<file path="src/hw/batt_switch_pkg.sv">
// batt_switch_pkg: constants, types and encodings for the battery switch sequencer.
// assumes one 100 MHz system clock and a 16-bit serial frame to the gate driver.
package batt_switch_pkg;

  // ****************************************
  // timing
  // ****************************************
  localparam int CLK_HZ          = 100_000_000;
  localparam int MS_CYCLES       = CLK_HZ / 1000;
  localparam int SPI_CLK_HZ      = 5_000_000;
  localparam int SPI_HALF_CYCLES = CLK_HZ / (2 * SPI_CLK_HZ);
  localparam int SETTLE_MS       = 1;
  localparam logic [15:0] PRECHARGE_MS_RST = 16'h01f4;

  // ****************************************
  // driver register map
  // ****************************************
  localparam int NUM_REGS = 11;
  localparam logic [3:0] REG_GLOBAL_STATE  = 4'h0;
  localparam logic [3:0] REG_CHANNEL_FAULT = 4'h1;
  localparam logic [3:0] REG_DEVICE_CHECK  = 4'h2;
  localparam logic [3:0] REG_CHANNEL_CTRL  = 4'h3;
  localparam logic [3:0] REG_FAULT_CLEAR   = 4'h4;
  localparam logic [3:0] REG_DRAIN_LIMITS  = 4'h5;
  localparam logic [3:0] REG_FILTER_BLANK  = 4'h6;
  localparam logic [3:0] REG_SENSE_AMP     = 4'h7;
  localparam logic [3:0] REG_BATT_RESTART  = 4'h8;
  localparam logic [3:0] REG_RESET_CTRL    = 4'h9;
  localparam logic [3:0] REG_SPARE         = 4'ha;

  localparam int GLOBAL_FAIL_BIT        = 7;
  localparam int CHARGE_PUMP_OK_FLAG    = 6;
  localparam int SUPPLY_UNDERVOLTAGE_FLAG = 2;
  localparam int INTERLOCK_BIT          = 7;
  localparam int PRECHARGE_CHANNEL_ON_BIT = 3;
  localparam int MAIN_CHANNEL_ON_BIT    = 0;
  localparam logic [7:0] FAULT_CLEAR_ALL = 8'hbf;
  localparam int FRAME_WRITE_BIT        = 15;

  // ****************************************
  // field encodings, code to typical value
  // ****************************************
  localparam int OV_RESTART_US [4] = '{10, 50, 200, 1000};
  localparam int UV_RESTART_US [4] = '{1000, 5000, 20000, 50000};
  localparam int BLANK_US      [4] = '{10, 20, 50, 100};
  localparam int FILTER_NS     [4] = '{500, 1000, 2000, 5000};
  localparam int DRAIN_TH_MV   [8] = '{100, 150, 200, 250, 300, 400, 500, 600};

  // ****************************************
  // types
  // ****************************************
  typedef enum logic [2:0] {
    CMD_ON, CMD_OFF, CMD_INIT, CMD_CLEAR, CMD_LOAD, CMD_PULSE_B, CMD_CH_A, CMD_FACTORY
  } cmd_t;

  typedef struct packed {
    logic [15:0] precharge_ms;
    logic [1:0]  uv_restart;
    logic [1:0]  ov_restart;
    logic [1:0]  blank_b;
    logic [1:0]  filter_b;
    logic [1:0]  blank_a;
    logic [1:0]  filter_a;
    logic        safe_b;
    logic [2:0]  drain_th_b;
    logic        safe_a;
    logic [2:0]  drain_th_a;
    logic        interlock;
    logic        sense_load;
    logic        sense_high;
    logic [1:0]  oc_thresh;
    logic [2:0]  amp_gain;
  } cfg_t;

  localparam cfg_t FACTORY_CFG = '{precharge_ms: PRECHARGE_MS_RST, uv_restart: 2'h0, ov_restart: 2'h0,
    blank_b: 2'h2, filter_b: 2'h2, blank_a: 2'h2, filter_a: 2'h2, safe_b: 1'b0, drain_th_b: 3'h3,
    safe_a: 1'b0, drain_th_a: 3'h3, interlock: 1'b1, sense_load: 1'b1, sense_high: 1'b0,
    oc_thresh: 2'h2, amp_gain: 3'h6};

  typedef struct packed {
    logic [3:0] addr;
    logic [7:0] set_bits;
    logic [7:0] clr_bits;
  } change_t;

  typedef struct packed {
    logic [7:0] channel_faults;
    logic [7:0] global_flags;
  } fail_t;

endpackage : batt_switch_pkg

</file>
<file path="src/hw/ms_timer.sv">
// ms_timer: counts a number of milliseconds and pulses done at the end.
// assumes start is a one-cycle pulse from logic on the same clock.
`timescale 1ns/1ps
`default_nettype none
module ms_timer
  import batt_switch_pkg::*;
#(
  parameter int CYC_PER_MS = MS_CYCLES
) (
  // clock and reset
  input  wire logic        clk_i,
  input  wire logic        rst_i,
  // control
  input  wire logic        start_i,
  input  wire logic [15:0] ms_i,
  output logic             done_o
);
  localparam int CW = $clog2(CYC_PER_MS + 1);

  logic [CW-1:0] cyc_q;
  logic [15:0]   ms_q;
  logic          run_q;

  // ****************************************
  // count
  // ****************************************
  always_ff @(posedge clk_i) begin
    done_o <= 1'b0;
    if (rst_i) begin
      run_q <= 1'b0;
      cyc_q <= '0;
      ms_q  <= 16'h0000;
    end else if (start_i) begin
      run_q <= 1'b1;
      cyc_q <= '0;
      ms_q  <= ms_i;
    end else if (run_q) begin
      if (ms_q == 16'h0000) begin
        run_q  <= 1'b0;
        done_o <= 1'b1;
      end else if (cyc_q == CW'(CYC_PER_MS - 1)) begin
        cyc_q <= '0;
        ms_q  <= ms_q - 16'h0001;
      end else begin
        cyc_q <= cyc_q + CW'(1);
      end
    end
  end

endmodule : ms_timer
`default_nettype wire

</file>
<file path="src/hw/spi_frame.sv">
// spi_frame: one 16-bit serial frame, msb first, data out on falling, in on rising edge.
// assumes the driver answers the addressed register in the last eight bits.
`timescale 1ns/1ps
`default_nettype none
module spi_frame
  import batt_switch_pkg::*;
#(
  parameter int HALF = SPI_HALF_CYCLES
) (
  // clock and reset
  input  wire logic        clk_i,
  input  wire logic        rst_i,
  // request
  input  wire logic        start_i,
  input  wire logic [15:0] tx_i,
  output logic             done_o,
  output logic [7:0]       rx_o,
  // pins
  output logic             sclk_o,
  output logic             csn_o,
  output logic             mosi_o,
  input  wire logic        miso_i
);
  localparam int CW = $clog2(HALF + 1);

  logic [CW-1:0] cnt_q;
  logic [3:0]    bit_q;
  logic [15:0]   sh_q;
  logic [15:0]   rsh_q;
  logic          miso_s1_q;
  logic          miso_s2_q;

  // ****************************************
  // pin sync
  // ****************************************
  always_ff @(posedge clk_i) begin
    miso_s1_q <= miso_i;
    miso_s2_q <= miso_s1_q;
  end

  // ****************************************
  // shifter
  // ****************************************
  always_ff @(posedge clk_i) begin
    done_o <= 1'b0;
    if (rst_i) begin
      csn_o  <= 1'b1;
      sclk_o <= 1'b0;
      mosi_o <= 1'b0;
      cnt_q  <= '0;
      bit_q  <= 4'h0;
      sh_q   <= 16'h0000;
      rsh_q  <= 16'h0000;
      rx_o   <= 8'h00;
    end else if (csn_o) begin
      if (start_i) begin
        csn_o  <= 1'b0;
        sh_q   <= tx_i;
        mosi_o <= tx_i[15];
        cnt_q  <= '0;
        bit_q  <= 4'h0;
      end
    end else if (cnt_q == CW'(HALF - 1)) begin
      cnt_q <= '0;
      if (!sclk_o) begin
        sclk_o <= 1'b1;
        rsh_q  <= {rsh_q[14:0], miso_s2_q};
      end else begin
        sclk_o <= 1'b0;
        if (bit_q == 4'hf) begin
          csn_o  <= 1'b1;
          done_o <= 1'b1;
          rx_o   <= rsh_q[7:0];
        end else begin
          bit_q  <= bit_q + 4'h1;
          sh_q   <= {sh_q[14:0], 1'b0};
          mosi_o <= sh_q[14];
        end
      end
    end else begin
      cnt_q <= cnt_q + CW'(1);
    end
  end

endmodule : spi_frame
`default_nettype wire

</file>
<file path="src/hw/batt_switch_seq.sv">
// batt_switch_seq: on/off sequencing, setup image and register watch for the gate driver.
// assumes commands come from logic on the system clock; driver pins are asynchronous.
`timescale 1ns/1ps
`default_nettype none
module batt_switch_seq
  import batt_switch_pkg::*;
#(
  parameter int CYC_PER_MS = MS_CYCLES,
  parameter int SPI_HALF   = SPI_HALF_CYCLES
) (
  // clock and reset
  input  wire logic        SYS_CLK_I,
  input  wire logic        RESET_I,
  // command port
  input  wire logic        CMD_VALID_I,
  input  wire cmd_t        CMD_I,
  input  wire logic [15:0] PULSE_MS_I,
  output logic             CMD_READY_O,
  // setup image
  input  wire logic        CFG_WE_I,
  input  wire cfg_t        CFG_I,
  output cfg_t             CFG_O,
  // driver pins
  output logic             DRV_EN_O,
  output logic             SPI_SCLK_O,
  output logic             SPI_CSN_O,
  output logic             SPI_MOSI_O,
  input  wire logic        SPI_MISO_I,
  input  wire logic        DRV_INT_I,
  // status and reports
  output logic             CH_A_ON_O,
  output logic             CH_B_ON_O,
  output logic             CHG_VALID_O,
  output change_t          CHG_O,
  output logic             FAIL_VALID_O,
  output fail_t            FAIL_O
);

  typedef enum logic [10:0] {
    ST_IDLE     = 11'h001,
    ST_SETTLE   = 11'h002,
    ST_CLEAR    = 11'h004,
    ST_LOAD     = 11'h008,
    ST_PRE_ON   = 11'h010,
    ST_PRE_WAIT = 11'h020,
    ST_A_ON     = 11'h040,
    ST_OFF      = 11'h080,
    ST_DISABLE  = 11'h100,
    ST_POLL     = 11'h200,
    ST_XFER     = 11'h400
  } state_t;

  state_t      state_q;
  state_t      ret_q;
  cfg_t        cfg_q;
  logic        en_q;
  logic        chain_q;
  logic        go_on_q;
  logic        pulse_only_q;
  logic [15:0] pulse_ms_q;
  logic [2:0]  load_idx_q;
  logic [3:0]  poll_addr_q;
  logic        rd_q;
  logic [3:0]  rd_addr_q;
  logic        device_check_flags_pend_q;
  logic [7:0]  img_q [NUM_REGS];
  logic        int_s1_q;
  logic        int_s2_q;
  logic        int_s3_q;
  logic        take;
  logic        spi_start;
  logic [15:0] spi_tx;
  logic        spi_done;
  logic [7:0]  spi_rx;
  logic        tmr_start;
  logic [15:0] tmr_ms;
  logic        tmr_done;
  logic        int_rise;
  logic [7:0]  ctrl_base;
  logic [3:0]  load_addr;
  logic [7:0]  load_data;

  // ****************************************
  // helpers
  // ****************************************
  function automatic logic [15:0] frame(input logic wr, input logic [3:0] a, input logic [7:0] d);
    return {wr, 3'h0, a, d};
  endfunction : frame

  assign take        = CMD_VALID_I && CMD_READY_O;
  assign CMD_READY_O = (state_q == ST_IDLE);
  assign CFG_O       = cfg_q;
  assign int_rise    = int_s2_q && !int_s3_q;
  // interlock kept in every channel write so no write drops it
  assign ctrl_base   = {cfg_q.interlock, 7'h00};

  // setup image packed into driver fields; codes go through unchanged
  always_comb begin
    load_addr = REG_CHANNEL_CTRL;
    load_data = ctrl_base;
    unique case (load_idx_q)
      3'h1: begin
        load_addr = REG_DRAIN_LIMITS;
        load_data = {cfg_q.safe_b, cfg_q.drain_th_b, cfg_q.safe_a, cfg_q.drain_th_a};
      end
      3'h2: begin
        load_addr = REG_FILTER_BLANK;
        load_data = {cfg_q.blank_b, cfg_q.filter_b, cfg_q.blank_a, cfg_q.filter_a};
      end
      3'h3: begin
        load_addr = REG_SENSE_AMP;
        load_data = {1'b0, cfg_q.sense_load, cfg_q.sense_high, cfg_q.oc_thresh, cfg_q.amp_gain};
      end
      3'h4: begin
        load_addr = REG_BATT_RESTART;
        load_data = {4'h0, cfg_q.uv_restart, cfg_q.ov_restart};
      end
      default: begin
        load_addr = REG_CHANNEL_CTRL;
        load_data = ctrl_base;
      end
    endcase
  end

  // ****************************************
  // interrupt pin sync
  // ****************************************
  always_ff @(posedge SYS_CLK_I) begin
    int_s1_q <= DRV_INT_I;
    int_s2_q <= int_s1_q;
    int_s3_q <= int_s2_q;
  end

  // ****************************************
  // setup image
  // ****************************************
  always_ff @(posedge SYS_CLK_I) begin
    if (RESET_I) begin
      cfg_q <= FACTORY_CFG;
    end else if (!en_q) begin
      // writable only while disabled, held while enabled, written out at the next setup
      if (take && CMD_I == CMD_FACTORY) begin
        cfg_q <= FACTORY_CFG;
      end else if (CFG_WE_I) begin
        cfg_q <= CFG_I;
      end
    end
  end

  // ****************************************
  // sequencer
  // ****************************************
  always_ff @(posedge SYS_CLK_I) begin
    spi_start <= 1'b0;
    tmr_start <= 1'b0;
    if (RESET_I) begin
      state_q      <= ST_IDLE;
      ret_q        <= ST_IDLE;
      en_q         <= 1'b0;
      chain_q      <= 1'b0;
      go_on_q      <= 1'b0;
      pulse_only_q <= 1'b0;
      pulse_ms_q   <= 16'h0000;
      load_idx_q   <= 3'h0;
      poll_addr_q  <= 4'h0;
      rd_q         <= 1'b0;
      rd_addr_q    <= 4'h0;
      spi_tx       <= 16'h0000;
      tmr_ms       <= 16'h0000;
      CH_A_ON_O    <= 1'b0;
      CH_B_ON_O    <= 1'b0;
    end else begin
      unique case (state_q)
        ST_IDLE: begin
          if (take) begin
            unique case (CMD_I)
              CMD_ON, CMD_INIT: begin
                en_q       <= 1'b1;
                chain_q    <= 1'b1;
                go_on_q    <= (CMD_I == CMD_ON);
                pulse_ms_q <= cfg_q.precharge_ms;
                tmr_ms     <= 16'(SETTLE_MS);
                tmr_start  <= 1'b1;
                state_q    <= ST_SETTLE;
              end
              CMD_OFF: state_q <= en_q ? ST_OFF : ST_IDLE;
              CMD_CLEAR: begin
                chain_q <= 1'b0;
                state_q <= en_q ? ST_CLEAR : ST_IDLE;
              end
              CMD_LOAD: begin
                go_on_q    <= 1'b0;
                load_idx_q <= 3'h0;
                state_q    <= en_q ? ST_LOAD : ST_IDLE;
              end
              CMD_PULSE_B: begin
                pulse_only_q <= 1'b1;
                pulse_ms_q   <= PULSE_MS_I;
                state_q      <= en_q ? ST_PRE_ON : ST_IDLE;
              end
              CMD_CH_A: state_q <= en_q ? ST_A_ON : ST_IDLE;
              CMD_FACTORY: state_q <= ST_IDLE;
            endcase
          end else if (en_q) begin
            state_q <= ST_POLL;
          end
        end
        ST_SETTLE: begin
          // undervoltage flag from the fresh enable must show before it is cleared
          if (tmr_done) begin
            state_q <= ST_CLEAR;
          end
        end
        ST_CLEAR: begin
          spi_tx     <= frame(1'b1, REG_FAULT_CLEAR, FAULT_CLEAR_ALL);
          spi_start  <= 1'b1;
          load_idx_q <= 3'h0;
          ret_q      <= chain_q ? ST_LOAD : ST_IDLE;
          state_q    <= ST_XFER;
        end
        ST_LOAD: begin
          spi_tx     <= frame(1'b1, load_addr, load_data);
          spi_start  <= 1'b1;
          load_idx_q <= load_idx_q + 3'h1;
          CH_A_ON_O  <= 1'b0;
          CH_B_ON_O  <= 1'b0;
          if (load_idx_q == 3'h4) begin
            pulse_only_q <= 1'b0;
            ret_q        <= go_on_q ? ST_PRE_ON : ST_IDLE;
          end else begin
            ret_q <= ST_LOAD;
          end
          state_q <= ST_XFER;
        end
        ST_PRE_ON: begin
          spi_tx    <= frame(1'b1, REG_CHANNEL_CTRL,
                             ctrl_base | 8'(1 << PRECHARGE_CHANNEL_ON_BIT)
                             | (CH_A_ON_O ? 8'(1 << MAIN_CHANNEL_ON_BIT) : 8'h00));
          spi_start <= 1'b1;
          CH_B_ON_O <= 1'b1;
          ret_q     <= ST_PRE_WAIT;
          state_q   <= ST_XFER;
        end
        ST_PRE_WAIT: begin
          if (tmr_done) begin
            spi_start <= 1'b1;
            CH_B_ON_O <= 1'b0;
            if (pulse_only_q) begin
              spi_tx <= frame(1'b1, REG_CHANNEL_CTRL,
                              ctrl_base | (CH_A_ON_O ? 8'(1 << MAIN_CHANNEL_ON_BIT) : 8'h00));
            end else begin
              spi_tx    <= frame(1'b1, REG_CHANNEL_CTRL, ctrl_base | 8'(1 << MAIN_CHANNEL_ON_BIT));
              CH_A_ON_O <= 1'b1;
            end
            pulse_only_q <= 1'b0;
            ret_q        <= ST_IDLE;
            state_q      <= ST_XFER;
          end
        end
        ST_A_ON: begin
          spi_tx    <= frame(1'b1, REG_CHANNEL_CTRL, ctrl_base | 8'(1 << MAIN_CHANNEL_ON_BIT)
                             | (CH_B_ON_O ? 8'(1 << PRECHARGE_CHANNEL_ON_BIT) : 8'h00));
          spi_start <= 1'b1;
          CH_A_ON_O <= 1'b1;
          ret_q     <= ST_IDLE;
          state_q   <= ST_XFER;
        end
        ST_OFF: begin
          spi_tx    <= frame(1'b1, REG_CHANNEL_CTRL, ctrl_base);
          spi_start <= 1'b1;
          CH_A_ON_O <= 1'b0;
          CH_B_ON_O <= 1'b0;
          ret_q     <= ST_DISABLE;
          state_q   <= ST_XFER;
        end
        ST_DISABLE: begin
          en_q    <= 1'b0;
          state_q <= ST_IDLE;
        end
        ST_POLL: begin
          spi_tx      <= frame(1'b0, poll_addr_q, 8'h00);
          spi_start   <= 1'b1;
          rd_q        <= 1'b1;
          rd_addr_q   <= poll_addr_q;
          poll_addr_q <= (poll_addr_q == 4'(NUM_REGS - 1)) ? 4'h0 : poll_addr_q + 4'h1;
          ret_q       <= ST_IDLE;
          state_q     <= ST_XFER;
        end
        ST_XFER: begin
          if (spi_done) begin
            rd_q    <= 1'b0;
            state_q <= ret_q;
            if (ret_q == ST_PRE_WAIT) begin
              tmr_ms    <= pulse_ms_q;
              tmr_start <= 1'b1;
            end
          end
          // a diagnosis request jumps the poll back to the global flags
          if (int_rise && !device_check_flags_pend_q) begin
            poll_addr_q <= REG_GLOBAL_STATE;
          end
        end
        default: state_q <= ST_IDLE;
      endcase
    end
  end

  // ****************************************
  // register watch and change report
  // ****************************************
  generate
    for (genvar g = 0; g < NUM_REGS; g++) begin : g_img
      always_ff @(posedge SYS_CLK_I) begin
        if (RESET_I || !en_q) begin
          img_q[g] <= 8'h00;
        end else if (spi_done && rd_q && rd_addr_q == 4'(g)) begin
          img_q[g] <= spi_rx;
        end
      end
    end
  endgenerate

  always_ff @(posedge SYS_CLK_I) begin
    CHG_VALID_O <= 1'b0;
    if (RESET_I) begin
      CHG_O <= '0;
    end else if (spi_done && rd_q && spi_rx != img_q[rd_addr_q]) begin
      CHG_VALID_O    <= 1'b1;
      CHG_O.addr     <= rd_addr_q;
      CHG_O.set_bits <= spi_rx & ~img_q[rd_addr_q];
      CHG_O.clr_bits <= ~spi_rx & img_q[rd_addr_q];
    end
  end

  // ****************************************
  // failure report
  // ****************************************
  always_ff @(posedge SYS_CLK_I) begin
    FAIL_VALID_O <= 1'b0;
    if (RESET_I || !en_q) begin
      device_check_flags_pend_q <= 1'b0;
      FAIL_O      <= '0;
    end else if (spi_done && rd_q && rd_addr_q == REG_CHANNEL_FAULT && device_check_flags_pend_q) begin
      FAIL_VALID_O          <= 1'b1;
      FAIL_O.channel_faults <= spi_rx;
      FAIL_O.global_flags   <= img_q[REG_GLOBAL_STATE];
      device_check_flags_pend_q           <= int_rise;
    end else if (int_rise) begin
      device_check_flags_pend_q <= 1'b1;
    end else if (spi_done && rd_q && rd_addr_q == REG_GLOBAL_STATE && spi_rx[GLOBAL_FAIL_BIT]
                 && !img_q[REG_GLOBAL_STATE][GLOBAL_FAIL_BIT]) begin
      device_check_flags_pend_q <= 1'b1;
    end
  end

  // ****************************************
  // drivers and timer
  // ****************************************
  assign DRV_EN_O = en_q;

  spi_frame #(.HALF(SPI_HALF)) u_spi (
    .clk_i   (SYS_CLK_I),
    .rst_i   (RESET_I),
    .start_i (spi_start),
    .tx_i    (spi_tx),
    .done_o  (spi_done),
    .rx_o    (spi_rx),
    .sclk_o  (SPI_SCLK_O),
    .csn_o   (SPI_CSN_O),
    .mosi_o  (SPI_MOSI_O),
    .miso_i  (SPI_MISO_I)
  );

  ms_timer #(.CYC_PER_MS(CYC_PER_MS)) u_tmr (
    .clk_i   (SYS_CLK_I),
    .rst_i   (RESET_I),
    .start_i (tmr_start),
    .ms_i    (tmr_ms),
    .done_o  (tmr_done)
  );

endmodule : batt_switch_seq
`default_nettype wire

</file>
<file path="config.mk">
export PLATFORM = sky130hd
export DESIGN_NAME = batt_switch_seq
export DESIGN_NICKNAME = d
export VERILOG_FILES = /design/src/hw/batt_switch_pkg.sv /design/src/hw/ms_timer.sv /design/src/hw/spi_frame.sv /design/src/hw/batt_switch_seq.sv
export SDC_FILE = /design/constraint.sdc
export NUM_CORES = 1
export LEC_CHECK = 0
export ABC_CLOCK_PERIOD_IN_PS = 3700
export BUFFER_PORTS_ARGS = -buffer_cell sky130_fd_sc_hd__buf_2
export CORE_MARGIN = 2
export CORE_UTILIZATION = 51
export DETAILED_ROUTE_END_ITERATION = 12
export PLACE_DENSITY_LB_ADDON = 0.15
export SETUP_SLACK_MARGIN = 0.02
export SYNTH_ARGS = -nofsm -noshare
export SYNTH_HDL_FRONTEND = slang
export SYNTH_SLANG_ARGS = --single-unit
</file>
<file path="constraint.sdc">
create_clock -name SYS_CLK_I -period 3.7 [get_ports SYS_CLK_I]
set_input_delay 0.185 -clock SYS_CLK_I [delete_from_list [all_inputs] [get_ports SYS_CLK_I]]
set_output_delay 0.185 -clock SYS_CLK_I [all_outputs]
set_load 0.02 [all_outputs]
</file>
==> results of run 1 <==
==> registers in the layout, summed over array words and instances (netlist names), 13 cells and up, named ones only <==
name	cells
img_q	88
CFG_O	44
CHG_O	20
u_tmr.cyc_q	17
FAIL_O	16
pulse_ms_q	16
tmr_ms	16
u_tmr.ms_q	16
u_spi.sh_q	15
spi_tx	13
==> metal layers <==
layer / up-vias / wire (µm) / global-route usage [%]
met3: 69 / 2680 / 4.55
met2: 416 / 17600 / 39.9
met5: - / 7 / 0
li1: 5945 / - / -
met4: 2 / 924 / 6.89
met1: 5783 / 17200 / 34.4
==> Yosys cell counts (all sizes together) (4+ instances only) <==
master  instances
dfxtp         251
nor2          175
nand2         145
mux2i         100
a21oi          99
nor3           97
clkbuf         94
edfxtp         88
nand3          62
a211oi         41
nor4           38
inv            37
buf            34
o21ai          32
ha             29
or3            18
nand4          17
mux4           16
xnor2          16
a22oi          13
and4           12
xor2           11
a311oi          9
nand2b          9
a32oi           8
and3            8
mux2            8
nor2b           8
or2             7
a31oi           6
o31ai           6
or4             6
nand3b          5
nor3b           5
nor4b           4
==> critical path, stage by stage, from the launching register on <==
cell                       delay (ns)
sky130_fd_sc_hd__dfxtp_1         0.31
sky130_fd_sc_hd__buf_4           0.38
sky130_fd_sc_hd__mux4_2          0.59
sky130_fd_sc_hd__mux2_2          0.28
sky130_fd_sc_hd__mux2i_1         0.23
sky130_fd_sc_hd__inv_1           0.08
sky130_fd_sc_hd__ha_1            0.28
sky130_fd_sc_hd__nand4_1         0.11
sky130_fd_sc_hd__o21bai_2        0.12
sky130_fd_sc_hd__buf_4           0.34
sky130_fd_sc_hd__mux2i_1         0.26
sky130_fd_sc_hd__nor2_1          0.05
==> final timing paths <==
kind                         start                    endpoint  slack, ns
setup / recovery          register       CHG_O[2]$_SDFFE_PP0P_       0.52
hold / removal       PULSE_MS_I[2]  pulse_ms_q[2]$_SDFFE_PP0P_       0.02
setup reg to reg          register       CHG_O[2]$_SDFFE_PP0P_       0.52
hold reg to reg   int_s1_q$_DFF_P_            int_s2_q$_DFF_P_       0.33
==> cell type report <==
cell class                 instances  area share, %
timing repair buffer             235           8.47
antenna                            1         0.0141
tap                              384           2.72
clock buffer                      57           6.08
multi-input combinational       1056           38.1
clock inverter                    11          0.495
inverter                          37          0.785
sequential                       339           43.3
==> through the flow <==
stage | instance area, µm² | power (W) | setup slack [ns]
final | 17700 | 0.00840 | 0.523
after global routing | 17700 | 0.00872 | 0.303
after CTS | 17700 | 0.00846 | 0.493
after detailed placement | 16000 | 0.00490 | 0.566
after global placement | 16000 | 0.00489 | 0.670
after floorplan | 15000 | 0.00465 | 0.338
==> cell families (layout without fill, tap and decap cells) <==
kind of cell	after synthesis	after routing	synth area share (%)
AND/OR/NAND/NOR	629	629	20.6
flip-flops	339	339	51.0
AO/OA/AOI/OAI	247	247	10.5
buffers and inverters	165	340	4.32
multiplexers	124	124	9.65
adder cells (fa/ha/maj)	29	29	2.41
XOR/XNOR	27	27	1.57
other	0	1	0
==> power breakdown <==
| group | total, W | leakage [nW] | switching, W | internal [W] |
|---|---|---|---|---|
| logic | 0.000804 | 3.54 | 0.000498 | 0.000305 |
| registers | 0.00407 | 3.10 | 0.000124 | 0.00394 |
| clock network | 0.00353 | 0.560 | 0.00146 | 0.00208 |
==> cells in the final DEF, fill, tap and decap left out, types with 29 or more instances in the layout <==
cell / count
sky130_fd_sc_hd__a211oi_1: 41
sky130_fd_sc_hd__a21oi_1: 98
sky130_fd_sc_hd__buf_2: 156
sky130_fd_sc_hd__buf_4: 29
sky130_fd_sc_hd__clkbuf_16: 39
sky130_fd_sc_hd__dfxtp_1: 251
sky130_fd_sc_hd__dlygate4sd3_1: 50
sky130_fd_sc_hd__edfxtp_1: 88
sky130_fd_sc_hd__ha_1: 29
sky130_fd_sc_hd__inv_1: 37
sky130_fd_sc_hd__mux2i_1: 100
sky130_fd_sc_hd__nand2_1: 144
sky130_fd_sc_hd__nand3_1: 61
sky130_fd_sc_hd__nor2_1: 175
sky130_fd_sc_hd__nor3_1: 94
sky130_fd_sc_hd__nor4_1: 36
sky130_fd_sc_hd__o21ai_0: 32
==> results.md, run 1 <==
* Cell taking the most area after synthesis: sky130_fd_sc_hd__dfxtp_1
* Result of the run: finished, final reports clean
* Count of instances resized after the clock tree is built at 0
* Max-slew violation count at 0
* Total Routing Usage GR at ~25%
* Top cells by area in the synthesized netlist: sky130_fd_sc_hd__dfxtp_1 33%, sky130_fd_sc_hd__edfxtp_1 18%, sky130_fd_sc_hd__mux2i_1 6.7%
* Unrepaired setup endpoints after global routing: false
* Core ar. at between 0.02 and 0.03 mm²
* X dimension of the die at 176 µm
* Number of flops mapped to enable cells by yosys at 88
* Largest buffer count on any clock path at 3
* Starting DRT DRC Count at 1039
* Worst Hold Class: input pin to register
* Number of global-route vias before repair at 11600
* Share of the core filled with cells in the final layout at 61.3%
* Wire length of the first global-routing pass at 62300 µm
* Worst hold path stage count at 3
* Post-route antenna net violation count at 0
* Fmax at 315 MHz
* Overall die area at between 0.03 and 0.04 mm²
* Fin nets at approximately 1800
* Number of hold buffers added after cts at 50
* Number of instances in the placed design at between 2000 and 2500
* Top-area cell type share of the netlist area at between 30% and 40%
* Buffer type at the clock tree root: sky130_fd_sc_hd__clkbuf_16
* Post-CTS Setup Inserts at 0
* Number of buffers added on ports at roughly 160
* Reg area at 0.00767 mm²
* Fillcell total at around 2500
* # setup viols final at 0
* Leak Pwr at 7.20 nW
* Routability-driven placement congestion ratio at 0.861
* Total count of hold-check failures in the final report at 0
* Count of placed standard cells in the final layout, fillers left out at ~2100
* Source-to-sink clock delay at the later pin of the worst-skew pair at ~0.52 ns
* Wire length per cell after detailed routing at 18.1 µm
* Shortest period the worst path allows at 3.18 ns
* Required time at the worst-slack endpoint at 4.06 ns
* Multi-input gate area in the final layout at between 0.006 and 0.007 mm²
* Path depth of the worst reg2reg path at 11
* Net count after synthesis at 1658
* Share of flip-flops with an asynchronous set or reset at 0%
* First-pass DRT Iterations at 5
* Number of unique standard cell types used by synthesis at 75
* Max-cap check violation count at 0
* Startpoint class of the critical path: register
* Endpoint kind of the worst setup timing path: register
* Register area share after synthesis at 51.0%
* DRC violation count after routing at 0
* TritonCTS Buffers at 37
* Antenna violations before repair at 2
* Top flip-flop cell by instance count after synthesis: sky130_fd_sc_hd__dfxtp_1
* Largest net degree at the start of global routing at 102
* Vertical die dimension at 176 µm
* Instance count of the mapped netlist at about 1600
* Max Fanout on Critical Path at 24
* Number of core rows at 62
* Post-detailed-route via-to-cell ratio at 5.76
* Post-Synthesis Mean Instance Area at between 9 and 10 µm²
* CTS tree: built
* H-tree lvl count at 2
* Number of vias in the routed layout at 12200
* Total congestion overflow after global routing at 0
* Register clock-pin slew on the reported worst setup and hold paths at ~0.06 ns
* Signal arrival time at the worst endpoint at 3.54 ns
* Area growth, synth to finish at 17.6%
* Slew @ Worst Pin at 1.33 ns
* Peak supply drop at 368 µV
* Setup CP Type: register to register
* Effective utilization at floorplan at 52.1%
* HPWL after detailed placement at 25800 µm
* Setup TNS at 0 ns
* Routed wire length at 38400 µm
* Clk sinks at 339
* Worst hold slack at between 0.02 and 0.025 ns
* Number of warnings reported in the yosys synthesis log at 0
* Layout Skew at about 0.017 ns
* Power density normalized to cell area at roughly 480 mW/mm²
* Layout cells sized above 1 at 16.3%
* Worst-case headroom to the max-slew limit at 10.3%
* Number of register bits inferred by synthesis at ~340
* Total standard cell area after synthesis at 0.0150 mm²
* Number of I/O pins at around 160
* Final period utilization at between 80 and 90%
Note: power is estimated with default switching activity, not from simulation.
==> run 2: changes to the inputs <==
--- a/config.mk
+++ b/config.mk
@@ -5,13 +5,14 @@
 export SDC_FILE = /design/constraint.sdc
 export NUM_CORES = 1
 export LEC_CHECK = 0
-export ABC_CLOCK_PERIOD_IN_PS = 3700
+export ABC_CLOCK_PERIOD_IN_PS = 3900
 export BUFFER_PORTS_ARGS = -buffer_cell sky130_fd_sc_hd__buf_2
 export CORE_MARGIN = 2
 export CORE_UTILIZATION = 51
 export DETAILED_ROUTE_END_ITERATION = 12
 export PLACE_DENSITY_LB_ADDON = 0.15
 export SETUP_SLACK_MARGIN = 0.02
+export SKIP_LAST_GASP = 1
 export SYNTH_ARGS = -nofsm -noshare
 export SYNTH_HDL_FRONTEND = slang
 export SYNTH_SLANG_ARGS = --single-unit
==> constraint.sdc (replaced) <==
create_clock -name SYS_CLK_I -period 3.9 [get_ports SYS_CLK_I]
set_input_delay 0.195 -clock SYS_CLK_I [delete_from_list [all_inputs] [get_ports SYS_CLK_I]]
set_output_delay 0.195 -clock SYS_CLK_I [all_outputs]
set_load 0.02 [all_outputs]
==> results.md, run 2 (synthesis results as in run 1) <==
* Result of the run: finished, final reports clean
* Leak Pwr at 7.21 nW (+0.15%)
* Source-to-sink clock delay at the later pin of the worst-skew pair at 0.52 ns (about the same)
* Antenna violations before repair at 2 (unchanged)
* Total congestion overflow after global routing at 0 (unchanged)
* Number of I/O pins at 158 (unchanged)
* Core ar. at 0.0289 mm² (unchanged)
* Final setup margin at 0.712 ns (+0.190 ns)
* Final period utilization at 81.7% (-4.1 points)
* Setup TNS at 0 ns (unchanged)
* Shortest period the worst path allows at 3.19 ns (+0.0105 ns)
* TritonCTS Buffers at 38 (+2.7%)
* Peak supply drop at 349 µV (-5.0%)
* Commonest non-fill, non-tap cell in the layout: sky130_fd_sc_hd__dfxtp_1
* Max-cap check violation count at 0 (unchanged)
* Number of buffers added on ports at 157 (unchanged)
* H-tree lvl count at 2 (unchanged)
* Register clock-pin slew on the reported worst setup and hold paths at 0.06 ns (about the same)
* Number of core rows at 62 (unchanged)
* Total Routing Usage GR at 24.6% (-0.14 points)
* # setup viols final at 0 (unchanged)
* Net switching power of the design at 0.00199 W (-4.1%)
* Fin nets at 1801 (-0.17%)
* Number of instances in the placed design at 1997 (-0.20%)
* Required time at the worst-slack endpoint at 4.25 ns (+0.19 ns)
* Number of hold buffers added after cts at 49 (-2.0%)
* Max Fanout on Critical Path at 24 (unchanged)
* Switching part of the total power at 24.9% (+0.15 points)
* Wire length per cell after detailed routing at 18.1 µm (-0.14%)
* Worst-case headroom to the max-slew limit at 20.5% (+10 points)
* Fmax at 314 MHz (-0.33%)
* Max-slew violation count at 0 (unchanged)
* Post-route antenna net violation count at 0 (unchanged)
* Slew @ Worst Pin at 1.18 ns (-0.152 ns)
* Worst Hold Class: input pin to register
* Power density normalized to cell area at 453 mW/mm² (-4.6%)
* Routability-driven placement congestion ratio at 0.854 (-0.81%)
* Startpoint class of the critical path: register
* Routed wire length at 38300 µm (-0.38%)
* Starting DRT DRC Count at 1033 (-0.58%)
* Pre-CTS worst setup slack at 0.756 ns (+0.190 ns)
* Signal arrival time at the worst endpoint at 3.54 ns (about the same)
* Post-CTS Setup Inserts at 0 (unchanged)
* CTS tree: built
* Register bank with the most flops: img_q
* Total inserted antenna cells at 0 (-1)
* Total count of hold-check failures in the final report at 0 (unchanged)
* Overall die area at 0.0309 mm² (unchanged)
* Most frequent cells in the layout: 251 x sky130_fd_sc_hd__dfxtp_1, 175 x sky130_fd_sc_hd__nor2_1, 157 x sky130_fd_sc_hd__buf_2
* HPWL after detailed placement at 25500 µm (-1.2%)
* Number of global-route vias before repair at 11700 (+0.75%)
* Endpoint kind of the worst setup timing path: register
* Clock group share of total power at 42.3% (+0.3 points)
* Buffer type at the clock tree root: sky130_fd_sc_hd__clkbuf_16
* Wire length of the first global-routing pass at 62000 µm (-0.44%)
* Largest net degree at the start of global routing at 99 (-2.9%)
* Logic gate share of total power at 9.5% (about the same)
* Count of instances resized after the clock tree is built at 0 (unchanged)
* Largest buffer count on any clock path at 3 (unchanged)
* Unrepaired setup endpoints after global routing: false
* Vertical die dimension at 176 µm (unchanged)
* X dimension of the die at 176 µm (unchanged)
* Clk sinks at 339 (unchanged)
* Count of placed standard cells in the final layout, fillers left out at 2115 (-0.24%)
* Number of vias in the routed layout at 12300 (+0.34%)
* Max FFs per register at 88 (unchanged)
* DRC violation count after routing at 0 (unchanged)
* First-pass DRT Iterations at 5 (unchanged)
* Effective utilization at floorplan at 52.1% (unchanged)
* Area growth, synth to finish at 17.5% (about the same)
* Setup CP Type: register to register
* Fillcell total at 2438 (-2.9%)
* Layout cells sized above 1 at 16.7% (+0.38 points)
* Layout Skew at 0.0142 ns (-0.00307 ns)
* Post-detailed-route via-to-cell ratio at 5.79 (+0.57%)
* Total internal power at 0.00602 W (-4.8%)
* Reg power frac at 48.1% (-0.3 points)
==> run 2: worst paths after layout <==
kind / startpoint / endpoint / slack (ns) / depth (start not counted)
min reg2reg: u_spi.miso_s1_q$_DFF_P_ / u_spi.miso_s2_q$_DFF_P_ / 0.33 / 0
min: PULSE_MS_I[2] / pulse_ms_q[2]$_SDFFE_PP0P_ / 0.01 / 3
max: register / CHG_O[5]$_SDFFE_PP0P_ / 0.71 / 11
max reg2reg: register / CHG_O[5]$_SDFFE_PP0P_ / 0.71 / 11
==> run 2: critical path, cell delays in order (launching register included) <==
cell                       delay [ns]
sky130_fd_sc_hd__dfxtp_1         0.33
sky130_fd_sc_hd__buf_4           0.39
sky130_fd_sc_hd__mux4_2          0.57
sky130_fd_sc_hd__mux2_2          0.27
sky130_fd_sc_hd__mux2i_1         0.20
sky130_fd_sc_hd__inv_1           0.07
sky130_fd_sc_hd__ha_1            0.27
sky130_fd_sc_hd__nand4_1         0.11
sky130_fd_sc_hd__o21bai_2        0.14
sky130_fd_sc_hd__buf_4           0.34
sky130_fd_sc_hd__mux2i_1         0.25
sky130_fd_sc_hd__nor2_1          0.06
==> run 2: cell type report <==
class / instances / area, µm² / share of cell area (%)
clock buffers: 55 / 1120 / 6.31
well taps: 384 / 480 / 2.72
multi-input cells: 1056 / 6740 / 38.1
flip-flops and latches: 339 / 7670 / 43.4
repair buffers: 231 / 1460 / 8.28
inverters: 37 / 139 / 0.785
clock inverters: 13 / 76.3 / 0.432
==> run 2: metrics by stage <==
step / area [µm²] / utilization (%) / power [W] / hold WS [ns]
2_1_floorplan: 15000 / - / 0.00441 / 0.223
4_1_cts: 17700 / 61.3 / 0.00807 / 0.00221
6_report: 17700 / 61.3 / 0.00801 / 0.00978
5_1_grt: 17700 / 61.3 / 0.00832 / 0.0217
3_3_place_gp: 16000 / 55.4 / 0.00464 / 0.299
3_5_place_dp: 16000 / 55.4 / 0.00465 / 0.301
==> run 2: layer usage <==
| metal | routed length, µm | global-route usage (%) | up-vias |
|---|---|---|---|
| met5 | 21 | 0 | - |
| met4 | 1100 | 7.58 | 4 |
| met3 | 2590 | 4.52 | 88 |
| met2 | 17600 | 40.0 | 443 |
| met1 | 17000 | 33.6 | 5791 |
| li1 | - | - | 5930 |
==> run 2: power by group through the flow <==
stage	logic, W	clock network [W]	registers (W)
2_1_floorplan	0.000489	0	0.00392
4_1_cts	0.000759	0.00346	0.00385
6_report	0.000765	0.00339	0.00386
3_5_place_dp	0.000721	0	0.00393
3_3_place_gp	0.000709	0	0.00393
5_1_grt	0.000845	0.00360	0.00387
